$ cat src/hw/sync_serial_tx_map.svh
// Register offsets, field positions, codes and reset values of the transmitter
`ifndef SYNC_SERIAL_TX_MAP_SVH
`define SYNC_SERIAL_TX_MAP_SVH
`define OFF_CONTROL 8'h00
`define OFF_CLOCK_DIV 8'h04
`define OFF_TX_CLOCK_MODE 8'h18
`define OFF_TX_FRAME_MODE 8'h1c
`define OFF_RX_HOLDING 8'h20
`define OFF_TX_HOLDING 8'h24
`define OFF_TX_SYNC_HOLDING 8'h34
`define OFF_STATUS 8'h40
`define RST_TX_CLOCK_MODE 32'h00000000
`define RST_TX_FRAME_MODE 32'h00000000
`define MASK_TX_CLOCK_MODE 32'hffff0fff
`define MASK_TX_FRAME_MODE 32'hf1ff0fbf
`define CTRL_TX_ENABLE 0
`define CTRL_TX_DISABLE 1
`define STAT_TX_READY 0
`define STAT_TX_EMPTY 1
`define STAT_TX_SYNC 10
`define STAT_TX_EN 16
`define START_CONT 4'h0
`define START_RX 4'h1
`define START_LOW 4'h2
`define START_HIGH 4'h3
`define START_FALL 4'h4
`define START_RISE 4'h5
`define START_CHANGE 4'h6
`define START_EDGE 4'h7
`define FS_NEG_PULSE 3'h1
`define FS_POS_PULSE 3'h2
`define FS_LOW_XFER 3'h3
`define FS_HIGH_XFER 3'h4
`define FS_TOGGLE 3'h5
`endif

$ cat src/hw/sync_serial_tx_pkg.sv
// Types shared by the serial transmitter
package sync_serial_tx_pkg;
	typedef enum logic [1:0] {
		ST_IDLE = 2'b00,
		ST_DELAY = 2'b01,
		ST_SYNC = 2'b10,
		ST_DATA = 2'b11
	} tx_state_e;
	typedef struct packed {
		logic psel;
		logic penable;
		logic pwrite;
		logic [7:0] paddr;
		logic [31:0] pwdata;
	} apb_req_s;
	typedef struct packed {
		logic [31:0] prdata;
		logic pready;
		logic pslverr;
	} apb_rsp_s;
	typedef struct packed {
		logic [7:0] period;
		logic [7:0] start_delay_cycles;
		logic [3:0] rsv0;
		logic [3:0] start_sel;
		logic [1:0] clock_gating_sel;
		logic clock_invert;
		logic [2:0] clock_output_mode;
		logic [1:0] clock_source_sel;
	} transmit_clock_mode_s;
	typedef struct packed {
		logic [3:0] sync_length_upper;
		logic [2:0] rsv2;
		logic sync_edge_sel;
		logic sync_data_insert_en;
		logic [2:0] sync_output_sel;
		logic [3:0] sync_length_lower;
		logic [3:0] rsv1;
		logic [3:0] words_per_frame;
		logic msb_first;
		logic rsv0;
		logic idle_data_level;
		logic [4:0] word_bit_length;
	} transmit_frame_mode_s;
	typedef struct packed {
		transmit_clock_mode_s transmit_clock_mode;
		transmit_frame_mode_s transmit_frame_mode;
		logic [7:0] cdiv;
		logic [15:0] tsh;
		logic [31:0] transmit_holding;
		logic thr_full;
		logic [31:0] shreg;
		tx_state_e st;
		logic [7:0] dly;
		logic [4:0] bit_n;
		logic [7:0] sync_n;
		logic [3:0] word_n;
		logic fs_on;
		logic [7:0] fs_cnt;
		logic [8:0] per_cnt;
		logic fs_tgl;
		logic fs_q;
		logic data_q;
		logic txen;
		logic dis_pend;
		logic transmit_sync_flag;
		logic tck_s1;
		logic tck_s2;
		logic rck_s1;
		logic rck_s2;
		logic fs_s1;
		logic fs_s2;
		logic clk_prev;
		logic fs_samp;
		logic rise_seen;
		logic fall_seen;
		logic rx_seen;
		logic fs_lvl_prev;
		logic [7:0] div_cnt;
		logic div_lvl;
		logic [31:0] rdata;
		logic err;
	} tx_state_s;
endpackage
$ cat src/hw/sync_serial_transmitter.sv
// Transmit side of a synchronous serial controller with an APB register slave
// Notes on behaviour
// RQ1: Nonzero start delay waits that many periods
// RQ2: Delay also applies to receive start
// RQ3: Mode 0 starts on holding write
// RQ4: Start selection decodes codes zero to seven
// RQ5: Gating continuous, frame-sync low, or high
// RQ6: Inversion picks shift and sample edges
// RQ7: Inversion never touches the clock pin
// RQ8: Clock pin input, continuous, or transfer only
// RQ9: Clock source divided, receive pin, transmit pin
// RQ10: Edge select chooses sync flag edge
// RQ11: Sync data shifted out during frame sync
// RQ12: Frame-sync pin output shape selection
// RQ13: Sync length joins upper and lower nibble
// RQ14: Sync pulse lasts length plus one
// RQ15: Sync length sets sync data bits
// RQ16: Frame sends words field plus one
// RQ17: Bit order bit selects MSB first
// RQ18: Idle data pin carries default level
// RQ19: Multi-drive pin enabled only when one
// RQ20: Word holds length field plus one bits
// RQ21: Length field selects DMA transfer size
// RQ22: Periodic sync every two times divider+1
// RQ23: Sync flag cleared by status read
//
// The APB slave port is this design's own decision.
`timescale 1ns/1ps
`include "sync_serial_tx_map.svh"
module sync_serial_transmitter
	import sync_serial_tx_pkg::*;
(
	// Clock and reset
	input wire logic clk_in,
	input wire logic resetn_in,
	// Register bus
	input wire apb_req_s apb_in,
	output apb_rsp_s apb_out,
	// Receiver side
	input wire logic rx_start_in,
	input wire logic [31:0] received_word_in,
	// Peripheral DMA
	output logic dma_req_out,
	output logic [1:0] dma_size_out,
	// Clock pins
	input wire logic rx_clock_in,
	input wire logic tx_clock_in,
	output logic tx_clock_out,
	output logic tx_clock_oe_out,
	// Frame sync pin
	input wire logic frame_sync_in,
	output logic frame_sync_out,
	output logic frame_sync_oe_out,
	// Data pin
	output logic tx_data_out,
	output logic tx_data_oe_out,
	input wire logic multidrive_in
);

	tx_state_s s_q;
	tx_state_s s_d;
	transmit_clock_mode_s cm;
	transmit_frame_mode_s fm;
	logic [7:0] fs_len;
	logic sel_lvl;
	logic gate_ok;
	logic clk_rise;
	logic clk_fall;
	logic shift_en;
	logic samp_en;
	logic fs_oe;
	logic fs_lvl;
	logic go;
	logic tick;
	logic begin_frame;
	logic setup;
	logic acc;
	logic hit;
	logic busy;
	logic [31:0] rd;
	logic [7:0] sidx;

	assign cm = s_q.transmit_clock_mode;
	assign fm = s_q.transmit_frame_mode;
	// RQ13 joined sync length
	assign fs_len = {fm.sync_length_upper, fm.sync_length_lower};
	assign setup = apb_in.psel & ~apb_in.penable;
	assign acc = apb_in.psel & apb_in.penable;
	assign busy = (s_q.st == ST_SYNC) | (s_q.st == ST_DATA);
	// RQ12 pin drives for codes one to five
	assign fs_oe = (fm.sync_output_sel != 3'h0) & (fm.sync_output_sel <= `FS_TOGGLE);
	assign fs_lvl = fs_oe ? s_q.fs_q : s_q.fs_s2;

	// Transmit clock selection, gating and edge pick
	always_comb
	begin
		// RQ9 clock source decode
		case (cm.clock_source_sel)
			2'h0: sel_lvl = s_q.div_lvl;
			2'h1: sel_lvl = s_q.rck_s2;
			2'h2: sel_lvl = s_q.tck_s2;
			default: sel_lvl = 1'b0;
		endcase
		// RQ5 gating by frame-sync level
		case (cm.clock_gating_sel)
			2'h0: gate_ok = 1'b1;
			2'h1: gate_ok = ~fs_lvl;
			2'h2: gate_ok = fs_lvl;
			default: gate_ok = 1'b0;
		endcase
		clk_rise = sel_lvl & ~s_q.clk_prev & gate_ok;
		clk_fall = ~sel_lvl & s_q.clk_prev & gate_ok;
		// RQ6 inversion swaps shift and sample edge
		shift_en = cm.clock_invert ? clk_rise : clk_fall;
		samp_en = cm.clock_invert ? clk_fall : clk_rise;
	end

	// Start condition decode
	always_comb
	begin
		// RQ4 start selection
		case (cm.start_sel)
			`START_CONT: go = 1'b1;
			`START_RX: go = s_q.rx_seen;
			`START_LOW: go = ~s_q.fs_samp;
			`START_HIGH: go = s_q.fs_samp;
			`START_FALL: go = s_q.fall_seen;
			`START_RISE: go = s_q.rise_seen;
			`START_CHANGE: go = s_q.rise_seen | s_q.fall_seen;
			`START_EDGE: go = s_q.rise_seen | s_q.fall_seen;
			default: go = 1'b0;
		endcase
	end

	// Register read decode
	always_comb
	begin
		rd = 32'h0;
		hit = 1'b1;
		case (apb_in.paddr)
			`OFF_CONTROL: rd = 32'h0;
			`OFF_CLOCK_DIV: rd = {24'h0, s_q.cdiv};
			`OFF_TX_CLOCK_MODE: rd = s_q.transmit_clock_mode;
			`OFF_TX_FRAME_MODE: rd = s_q.transmit_frame_mode;
			`OFF_RX_HOLDING: rd = received_word_in;
			`OFF_TX_HOLDING: rd = 32'h0;
			`OFF_TX_SYNC_HOLDING: rd = {16'h0, s_q.tsh};
			`OFF_STATUS:
			begin
				rd[`STAT_TX_READY] = ~s_q.thr_full;
				rd[`STAT_TX_EMPTY] = ~s_q.thr_full & (s_q.st == ST_IDLE);
				rd[`STAT_TX_SYNC] = s_q.transmit_sync_flag;
				rd[`STAT_TX_EN] = s_q.txen;
			end
			default: hit = 1'b0;
		endcase
	end

	// Next state
	always_comb
	begin
		s_d = s_q;
		tick = 1'b0;
		begin_frame = 1'b0;
		sidx = 8'h0;
		// Pin synchronisers
		s_d.tck_s1 = tx_clock_in;
		s_d.tck_s2 = s_q.tck_s1;
		s_d.rck_s1 = rx_clock_in;
		s_d.rck_s2 = s_q.rck_s1;
		s_d.fs_s1 = frame_sync_in;
		s_d.fs_s2 = s_q.fs_s1;
		// Divided clock, half period of cdiv cycles
		if (s_q.cdiv == 8'h00)
		begin
			s_d.div_cnt = 8'h00;
			s_d.div_lvl = 1'b0;
		end
		else if (s_q.div_cnt == s_q.cdiv - 8'h01)
		begin
			s_d.div_cnt = 8'h00;
			s_d.div_lvl = ~s_q.div_lvl;
		end
		else
		begin
			s_d.div_cnt = s_q.div_cnt + 8'h01;
		end
		s_d.clk_prev = sel_lvl;

		if (shift_en)
		begin
			s_d.rise_seen = 1'b0;
			s_d.fall_seen = 1'b0;
			s_d.rx_seen = 1'b0;
			// RQ22 periodic frame sync
			if (cm.period == 8'h00)
			begin
				s_d.per_cnt = 9'h000;
			end
			else if (s_q.per_cnt == {cm.period, 1'b1})
			begin
				s_d.per_cnt = 9'h000;
				tick = 1'b1;
			end
			else
			begin
				s_d.per_cnt = s_q.per_cnt + 9'h001;
			end
			// RQ14 pulse of length plus one periods
			if (s_q.fs_on)
			begin
				if (s_q.fs_cnt == 8'h00)
				begin
					s_d.fs_on = 1'b0;
				end
				else
				begin
					s_d.fs_cnt = s_q.fs_cnt - 8'h01;
				end
			end
			if (tick)
			begin
				s_d.fs_on = 1'b1;
				s_d.fs_cnt = fs_len;
			end
			case (s_q.st)
				ST_IDLE:
				begin
					// RQ18 idle level on data pin
					s_d.data_q = fm.idle_data_level;
					// RQ3 continuous start once data waits
					if (s_q.txen & ~s_q.dis_pend & s_q.thr_full & go)
					begin
						// RQ1 optional start delay
						if (cm.start_delay_cycles == 8'h00)
						begin
							begin_frame = 1'b1;
						end
						else
						begin
							s_d.st = ST_DELAY;
							s_d.dly = cm.start_delay_cycles;
						end
					end
				end
				ST_DELAY:
				begin
					s_d.data_q = fm.idle_data_level;
					// RQ2 delay counted for every start source
					if (s_q.dly == 8'h01)
					begin
						begin_frame = 1'b1;
					end
					else
					begin
						s_d.dly = s_q.dly - 8'h01;
					end
				end
				default:
				begin
				end
			endcase
			// Last bit has stood a full period, frame ends now
			if ((s_q.st == ST_DATA) & (s_q.sync_n == 8'hff))
			begin
				s_d.st = ST_IDLE;
			end
			if (begin_frame)
			begin
				s_d.shreg = s_q.transmit_holding;
				s_d.thr_full = 1'b0;
				s_d.word_n = 4'h0;
				s_d.bit_n = 5'h00;
				s_d.sync_n = 8'h00;
				s_d.fs_on = 1'b1;
				s_d.fs_cnt = fs_len;
				s_d.fs_tgl = ~s_q.fs_tgl;
				if (fm.sync_data_insert_en | (fm.sync_output_sel == `FS_NEG_PULSE)
					| (fm.sync_output_sel == `FS_POS_PULSE))
				begin
					s_d.st = ST_SYNC;
				end
				else
				begin
					s_d.st = ST_DATA;
				end
			end
			case (s_d.st)
				ST_SYNC:
				begin
					sidx = fm.msb_first ? fs_len - s_d.sync_n : s_d.sync_n;
					// RQ11 sync data or default level
					if (fm.sync_data_insert_en)
					begin
						s_d.data_q = (sidx < 8'h10) ? s_q.tsh[sidx[3:0]] : 1'b0;
					end
					else
					begin
						s_d.data_q = fm.idle_data_level;
					end
					// RQ15 sync bit count
					if (s_d.sync_n == fs_len)
					begin
						s_d.st = ST_DATA;
						s_d.sync_n = 8'h00;
					end
					else
					begin
						s_d.sync_n = s_d.sync_n + 8'h01;
					end
				end
				ST_DATA:
				begin
					// RQ17 bit order
					if (fm.msb_first)
					begin
						s_d.data_q = s_d.shreg[fm.word_bit_length - s_d.bit_n];
					end
					else
					begin
						s_d.data_q = s_d.shreg[s_d.bit_n];
					end
					// RQ20 word of length plus one bits
					if (s_d.bit_n == fm.word_bit_length)
					begin
						// RQ16 words per frame plus one
						if (s_d.word_n == fm.words_per_frame)
						begin
							s_d.sync_n = 8'hff;
						end
						else if (s_d.thr_full)
						begin
							s_d.shreg = s_q.transmit_holding;
							s_d.thr_full = 1'b0;
							s_d.word_n = s_d.word_n + 4'h1;
							s_d.bit_n = 5'h00;
						end
						else
						begin
							s_d.sync_n = 8'hff;
						end
					end
					else
					begin
						s_d.bit_n = s_d.bit_n + 5'h01;
					end
				end
				default:
				begin
				end
			endcase
		end

		// RQ18 data pin rests at default level
		if ((s_d.st == ST_IDLE) | (s_d.st == ST_DELAY))
		begin
			s_d.data_q = fm.idle_data_level;
		end

		// Frame-sync sampling on the sample edge
		if (samp_en)
		begin
			s_d.fs_samp = fs_lvl;
			if (fs_lvl & ~s_q.fs_samp)
			begin
				s_d.rise_seen = 1'b1;
			end
			if (~fs_lvl & s_q.fs_samp)
			begin
				s_d.fall_seen = 1'b1;
			end
		end
		if (rx_start_in)
		begin
			s_d.rx_seen = 1'b1;
		end

		// Disable takes effect once no data is in flight
		if (s_q.dis_pend & (s_q.st == ST_IDLE))
		begin
			s_d.txen = 1'b0;
			s_d.dis_pend = 1'b0;
		end

		// APB access
		if (setup)
		begin
			s_d.rdata = apb_in.pwrite ? 32'h0 : rd;
			s_d.err = ~hit;
		end
		if (acc & apb_in.pwrite & ~s_q.err)
		begin
			case (apb_in.paddr)
				`OFF_CONTROL:
				begin
					if (apb_in.pwdata[`CTRL_TX_ENABLE])
					begin
						s_d.txen = 1'b1;
						s_d.dis_pend = 1'b0;
					end
					if (apb_in.pwdata[`CTRL_TX_DISABLE])
					begin
						s_d.dis_pend = 1'b1;
					end
				end
				`OFF_CLOCK_DIV: s_d.cdiv = apb_in.pwdata[7:0];
				`OFF_TX_CLOCK_MODE: s_d.transmit_clock_mode = transmit_clock_mode_s'(apb_in.pwdata & `MASK_TX_CLOCK_MODE);
				`OFF_TX_FRAME_MODE: s_d.transmit_frame_mode = transmit_frame_mode_s'(apb_in.pwdata & `MASK_TX_FRAME_MODE);
				`OFF_TX_HOLDING:
				begin
					s_d.transmit_holding = apb_in.pwdata;
					s_d.thr_full = 1'b1;
				end
				`OFF_TX_SYNC_HOLDING: s_d.tsh = apb_in.pwdata[15:0];
				default:
				begin
				end
			endcase
		end
		// RQ23 read clears the sync flag
		if (acc & ~apb_in.pwrite & (apb_in.paddr == `OFF_STATUS))
		begin
			s_d.transmit_sync_flag = 1'b0;
		end
		// RQ10 flag edge select, set wins over clear
		s_d.fs_lvl_prev = fs_lvl;
		if (fm.sync_edge_sel ? (~fs_lvl & s_q.fs_lvl_prev) : (fs_lvl & ~s_q.fs_lvl_prev))
		begin
			s_d.transmit_sync_flag = 1'b1;
		end

		// RQ12 frame-sync pin shape
		case (s_d.transmit_frame_mode.sync_output_sel)
			`FS_NEG_PULSE: s_d.fs_q = ~s_d.fs_on;
			`FS_POS_PULSE: s_d.fs_q = s_d.fs_on;
			`FS_LOW_XFER: s_d.fs_q = ~(s_d.st == ST_DATA);
			`FS_HIGH_XFER: s_d.fs_q = (s_d.st == ST_DATA);
			`FS_TOGGLE: s_d.fs_q = s_d.fs_tgl;
			default: s_d.fs_q = 1'b0;
		endcase
	end

	always_ff @(posedge clk_in or negedge resetn_in)
	begin
		if (!resetn_in)
		begin
			s_q <= '0;
		end
		else
		begin
			s_q <= s_d;
		end
	end

	assign apb_out.prdata = s_q.rdata;
	assign apb_out.pready = 1'b1;
	assign apb_out.pslverr = s_q.err & acc;
	assign dma_req_out = s_q.txen & ~s_q.thr_full;
	// RQ21 DMA transfer size from word length
	assign dma_size_out = (fm.word_bit_length <= 5'h07) ? 2'h0 :
		(fm.word_bit_length <= 5'h0f) ? 2'h1 : 2'h2;
	// RQ7 pin clock taken before inversion
	assign tx_clock_out = s_q.clk_prev;
	// RQ8 clock pin drive mode
	assign tx_clock_oe_out = (cm.clock_output_mode == 3'h1)
		| ((cm.clock_output_mode == 3'h2) & busy);
	assign frame_sync_out = s_q.fs_q;
	assign frame_sync_oe_out = fs_oe;
	assign tx_data_out = s_q.data_q;
	// RQ19 multi-drive enables only a one
	assign tx_data_oe_out = ~multidrive_in | s_q.data_q;

endmodule

$ cat config.mk
export PLATFORM = sky130hd
export DESIGN_NAME = sync_serial_transmitter
export DESIGN_NICKNAME = d
export VERILOG_FILES = /design/src/hw/sync_serial_tx_pkg.sv /design/src/hw/sync_serial_transmitter.sv
export VERILOG_INCLUDE_DIRS = /design/src /design/src/hw
export SDC_FILE = /design/constraint.sdc
export NUM_CORES = 1
export LEC_CHECK = 0
export BUFFER_PORTS_ARGS = -buffer_cell sky130_fd_sc_hd__buf_2
export CORE_MARGIN = 10
export CORE_UTILIZATION = 55
export CTS_CLUSTER_DIAMETER = 150
export DETAILED_ROUTE_END_ITERATION = 6
export PLACE_DENSITY = 0.78
export REMOVE_ABC_BUFFERS = 1
export SLEW_MARGIN = 20
export SYNTH_ARGS = -nofsm -noshare
export SYNTH_HDL_FRONTEND = slang
export SYNTH_SLANG_ARGS = --single-unit
export TNS_END_PERCENT = 30
$ cat constraint.sdc
create_clock -name clk_in -period 5.7 [get_ports clk_in]
set_input_delay 0.57 -clock clk_in [delete_from_list [all_inputs] [get_ports clk_in]]
set_output_delay 0.57 -clock clk_in [all_outputs]
set_load 0.02 [all_outputs]
==> metrics.md <==
| Metric | Value |
|---|---|
| Final setup skew | `0.0329 ns` |
| Most area-consuming cells after synthesis | `dfrtp_1 (44%), mux2_2 (12%), nand2_1 (3.6%)` |
| Final Hold Vio Count | `0` |
| Clock transition at the registers of the reported paths | `around 0.07 ns` |
| Power density over cell area | `342 nW/um^2` |
| Max cap viols | `0` |
| Min-delay src | `tx_clock_in` |
| Maximum clock rate | `0.205 GHz` |
| Register area | `slightly above 6000 um^2` |
| Core box area | `between 20,000 and 30,000 um^2` |
| Reg-to-Reg Start | `s_q[104]` |
| Gr usage total | `approximately 25%` |
| TritonCTS Buffers | `26` |
| Layout cells sized above 1 | `around 25%` |
| Register area share after synthesis | `between 40 and 50%` |
| Post-synth EDFFs | `0` |
| Final Slew Violations | `0` |
| Worst EP required | `a little over 6 ns` |
| Die area | `about 32,000 um^2` |
| Cts hold-fix bufs | `0` |
| Post-cts resize count | `0` |
| # fillers | `2,059` |
| Fin cells | `1,794` |
| CP Max Fanout | `23` |
| Max stage delay on crit path | `between 0.5 and 0.6 ns` |
| Nets | `1,549` |
| Routed wire length per instance | `between 20 and 25 um` |
| #FFs+latches synth | `between 200 and 250` |
| FFs w/ async S/R, synth | `100%` |
| Detailed placement HPWL | `29,500 um` |
| Die X | `about 180 um` |
| Top post-synthesis cells by count | `dfrtp_1 (246), mux2_2 (145), nand2_1 (135), nor2_1 (94), o21ai_0 (91)` |
| DRC | `0` |
| Syn Inst Count | `roughly 1,400` |
| Yosys top cell area share | `~44%` |
| Synth-to-layout area growth | `12.0%` |
| Vias per cell | `between 6 and 7` |
| R2r setup slk | `about 0.83 ns` |
| Minimum clock period | `4.87 ns` |
| Gr ovfl total | `0` |
| Netlist cell types | `80` |
| Final cycle utilization of the critical path | `between 80% and 90%` |
| Routability congestion estimate | `between 0.9 and 1` |
| Post-CTS Setup Inserts | `0` |
| RSZ-0062 raised after global routing | `false` |
| Initial core utilization | `a little under three fifths` |
| Worst Hold End | `s_d[52]` |
| Multi-input logic area | `approximately 7100 um^2` |
| Antenna violations before repair | `2` |
| Pleak | `~7.4 nW` |
| Avg Cell Area, Syn | `slightly above 10 um^2` |
| Worst R2R Path Depth | `15` |
| CP Data Arrival Time | `5.36 ns` |
| Vias in the first global route | `between 10,000 and 15,000` |
| Critical Path Source Type | `flip-flop` |
| Largest net degree at the start of global routing | `around 140` |
| HP Class | `in2reg` |
| Maximum VDD drop | `approximately 0.25 mV` |
| Crit end category | `flip-flop` |
| Post-Place Cells | `about 1,700` |
| Total wire length | `40,900 um` |
| Hold path depth | `1` |
| Finish-stage setup viols | `0` |
| Crit path kind | `reg2reg` |
| Mapped cell area | `roughly 14,000 um^2` |
| Row count | `58` |
| Slowest stage cell, crit path | `nand2b_1` |
| Main synth FF type | `dfrtp_1` |
| Most frequent cell after synthesis | `dfrtp_1` |
| Root Buffer | `clkbuf_16` |
| Via count | `around 11,000` |
| Drt first pass iters | `6` |
| PortBufs | `roughly 120` |
| Reg-to-reg endpoint | `tx_data_out` |
| Die Y | `179 um` |
| Initial DRC Count | `~1,300` |
| H-Tree Depth | `1` |
| Largest delay contributor family on the critical path | `simple AND/OR/NAND/NOR gates` |
| Global-route wire length before repair | `~64,000 um` |
| CTS Sinks | `246` |
| Crit-path cells | `nand2b_1 -> nor4_4 -> buf_4 -> nor2_4 -> buf_4 -> nand2_1 -> ha_1 -> nand2_1 -> o21ai_0 -> xor2_1 -> a211o_1 -> a21oi_1 -> o32a_1 -> or4_1 -> a41oi_2` |
| TritonCTS clock tree | `built` |
| Clock buffer depth | `3` |
| I/O Pins | `roughly 130` |
| Syn. warnings | `0` |
| Buf/Inv on CP | `2` |
| Worst slew pin tran | `1.04 ns` |
| Status | `complete, no violations` |
| Yosys top cell by area | `dfrtp_1` |
| Setup_tns | `0 ns` |
| Slew HR | `29.9%` |
| Number of antenna-violating nets in the routed design | `0` |
| Worst skew pair latency | `between 0.5 and 0.6 ns` |
-- layout make-up --
cell class	count	area share, %
repair buffers	143	5.21
clock inverters	17	1.55
well taps	330	2.65
flip-flops and latches	246	39.6
diodes	2	0.0322
multi-input cells	988	45.6
clock buffers	31	4.50
inverters	37	0.893
-- worst max-delay path by stage --
stage | startpoint | to | cells past startpoint | slack, ns
5_1_grt | s_q[104] | tx_data_out | 14 | 0.54
6_report | s_q[104] | tx_data_out | 15 | 0.83
3_5_place_dp | s_q[104] | tx_data_out | 15 | 0.88
3_3_place_gp | s_q[104] | tx_data_out | 15 | 1.0
4_1_cts | s_q[104] | tx_data_out | 15 | 0.89
2_1_floorplan | s_q[104] | tx_data_out | 13 | 0.28
-- cells by family (layout without fill, tap and decap cells) --
logic type	after synthesis	after routing	share of synthesized area, %
AOI/OAI and AO/OA	295	295	13.7
xor gates and xnor gates	48	48	3.03
adders and majority gates	25	25	2.36
buffers and inverters	140	228	4.86
DFF	246	246	44.3
muxes	198	198	16.7
other	1	3	0.0270
and+or+nand+nor	421	421	15.0
-- registers in the layout (all words and copies together) (netlist names) --
register        flops
s_q               156
fm                 24
tx_data_out         1
s_d                 3
frame_sync_out      1
cm                 28
tx_clock_out        1
apb_out            32
-- placed cells by master, fill, tap and decap left out, types with 15 or more instances in the layout --
| cell | netlist | final |
|---|---|---|
| and3_1 | 15 | 15 |
| mux2_2 | 145 | 145 |
| ha_1 | 23 | 23 |
| buf_2 | 9 | 122 |
| xnor2_1 | 21 | 21 |
| nand4_1 | 22 | 22 |
| nor2_1 | 94 | 92 |
| inv_1 | 36 | 36 |
| nand2_1 | 135 | 135 |
| xor2_1 | 27 | 27 |
| nand3_1 | 41 | 41 |
| dfrtp_1 | 246 | 246 |
| buf_4 | 33 | 17 |
| mux2i_1 | 41 | 41 |
| clkbuf_16 | 0 | 26 |
| o31ai_1 | 16 | 16 |
| nor4_1 | 17 | 16 |
| a21oi_1 | 67 | 67 |
| o21ai_0 | 91 | 91 |
| nor3_1 | 24 | 21 |
-- where the power goes --
| part | switching, mW | internal (mW) | total, mW | leakage (nW) |
|---|---|---|---|---|
| Combinational | 0.906 | 0.522 | 1.43 | 3.56 |
| Sequential | 0.179 | 1.87 | 2.05 | 3.34 |
| Clock | 0.742 | 1.11 | 1.85 | 0.466 |
-- through the flow --
step                      power, mW  instance area, um^2  utilization [%]  hold WS, ns  setup WS (ns)
after floorplan                2.99                13400                -        0.274          0.276
after global placement         3.44                14600             58.2        0.336          0.999
after detailed placement       3.46                14600             58.2        0.338          0.878
after CTS                      5.32                15500             62.0       0.0985          0.893
after global routing           5.57                15600             62.1        0.113          0.538
final                          5.33                15600             62.1        0.111          0.830
-- layer usage --
layer	share of wire, %	global-route usage, %
met5	0	0
met4	3.5	8.65
met3	7.8	5.08
met2	47	40.9
met1	41	33.6
Power figures use the tool's default switching activity.
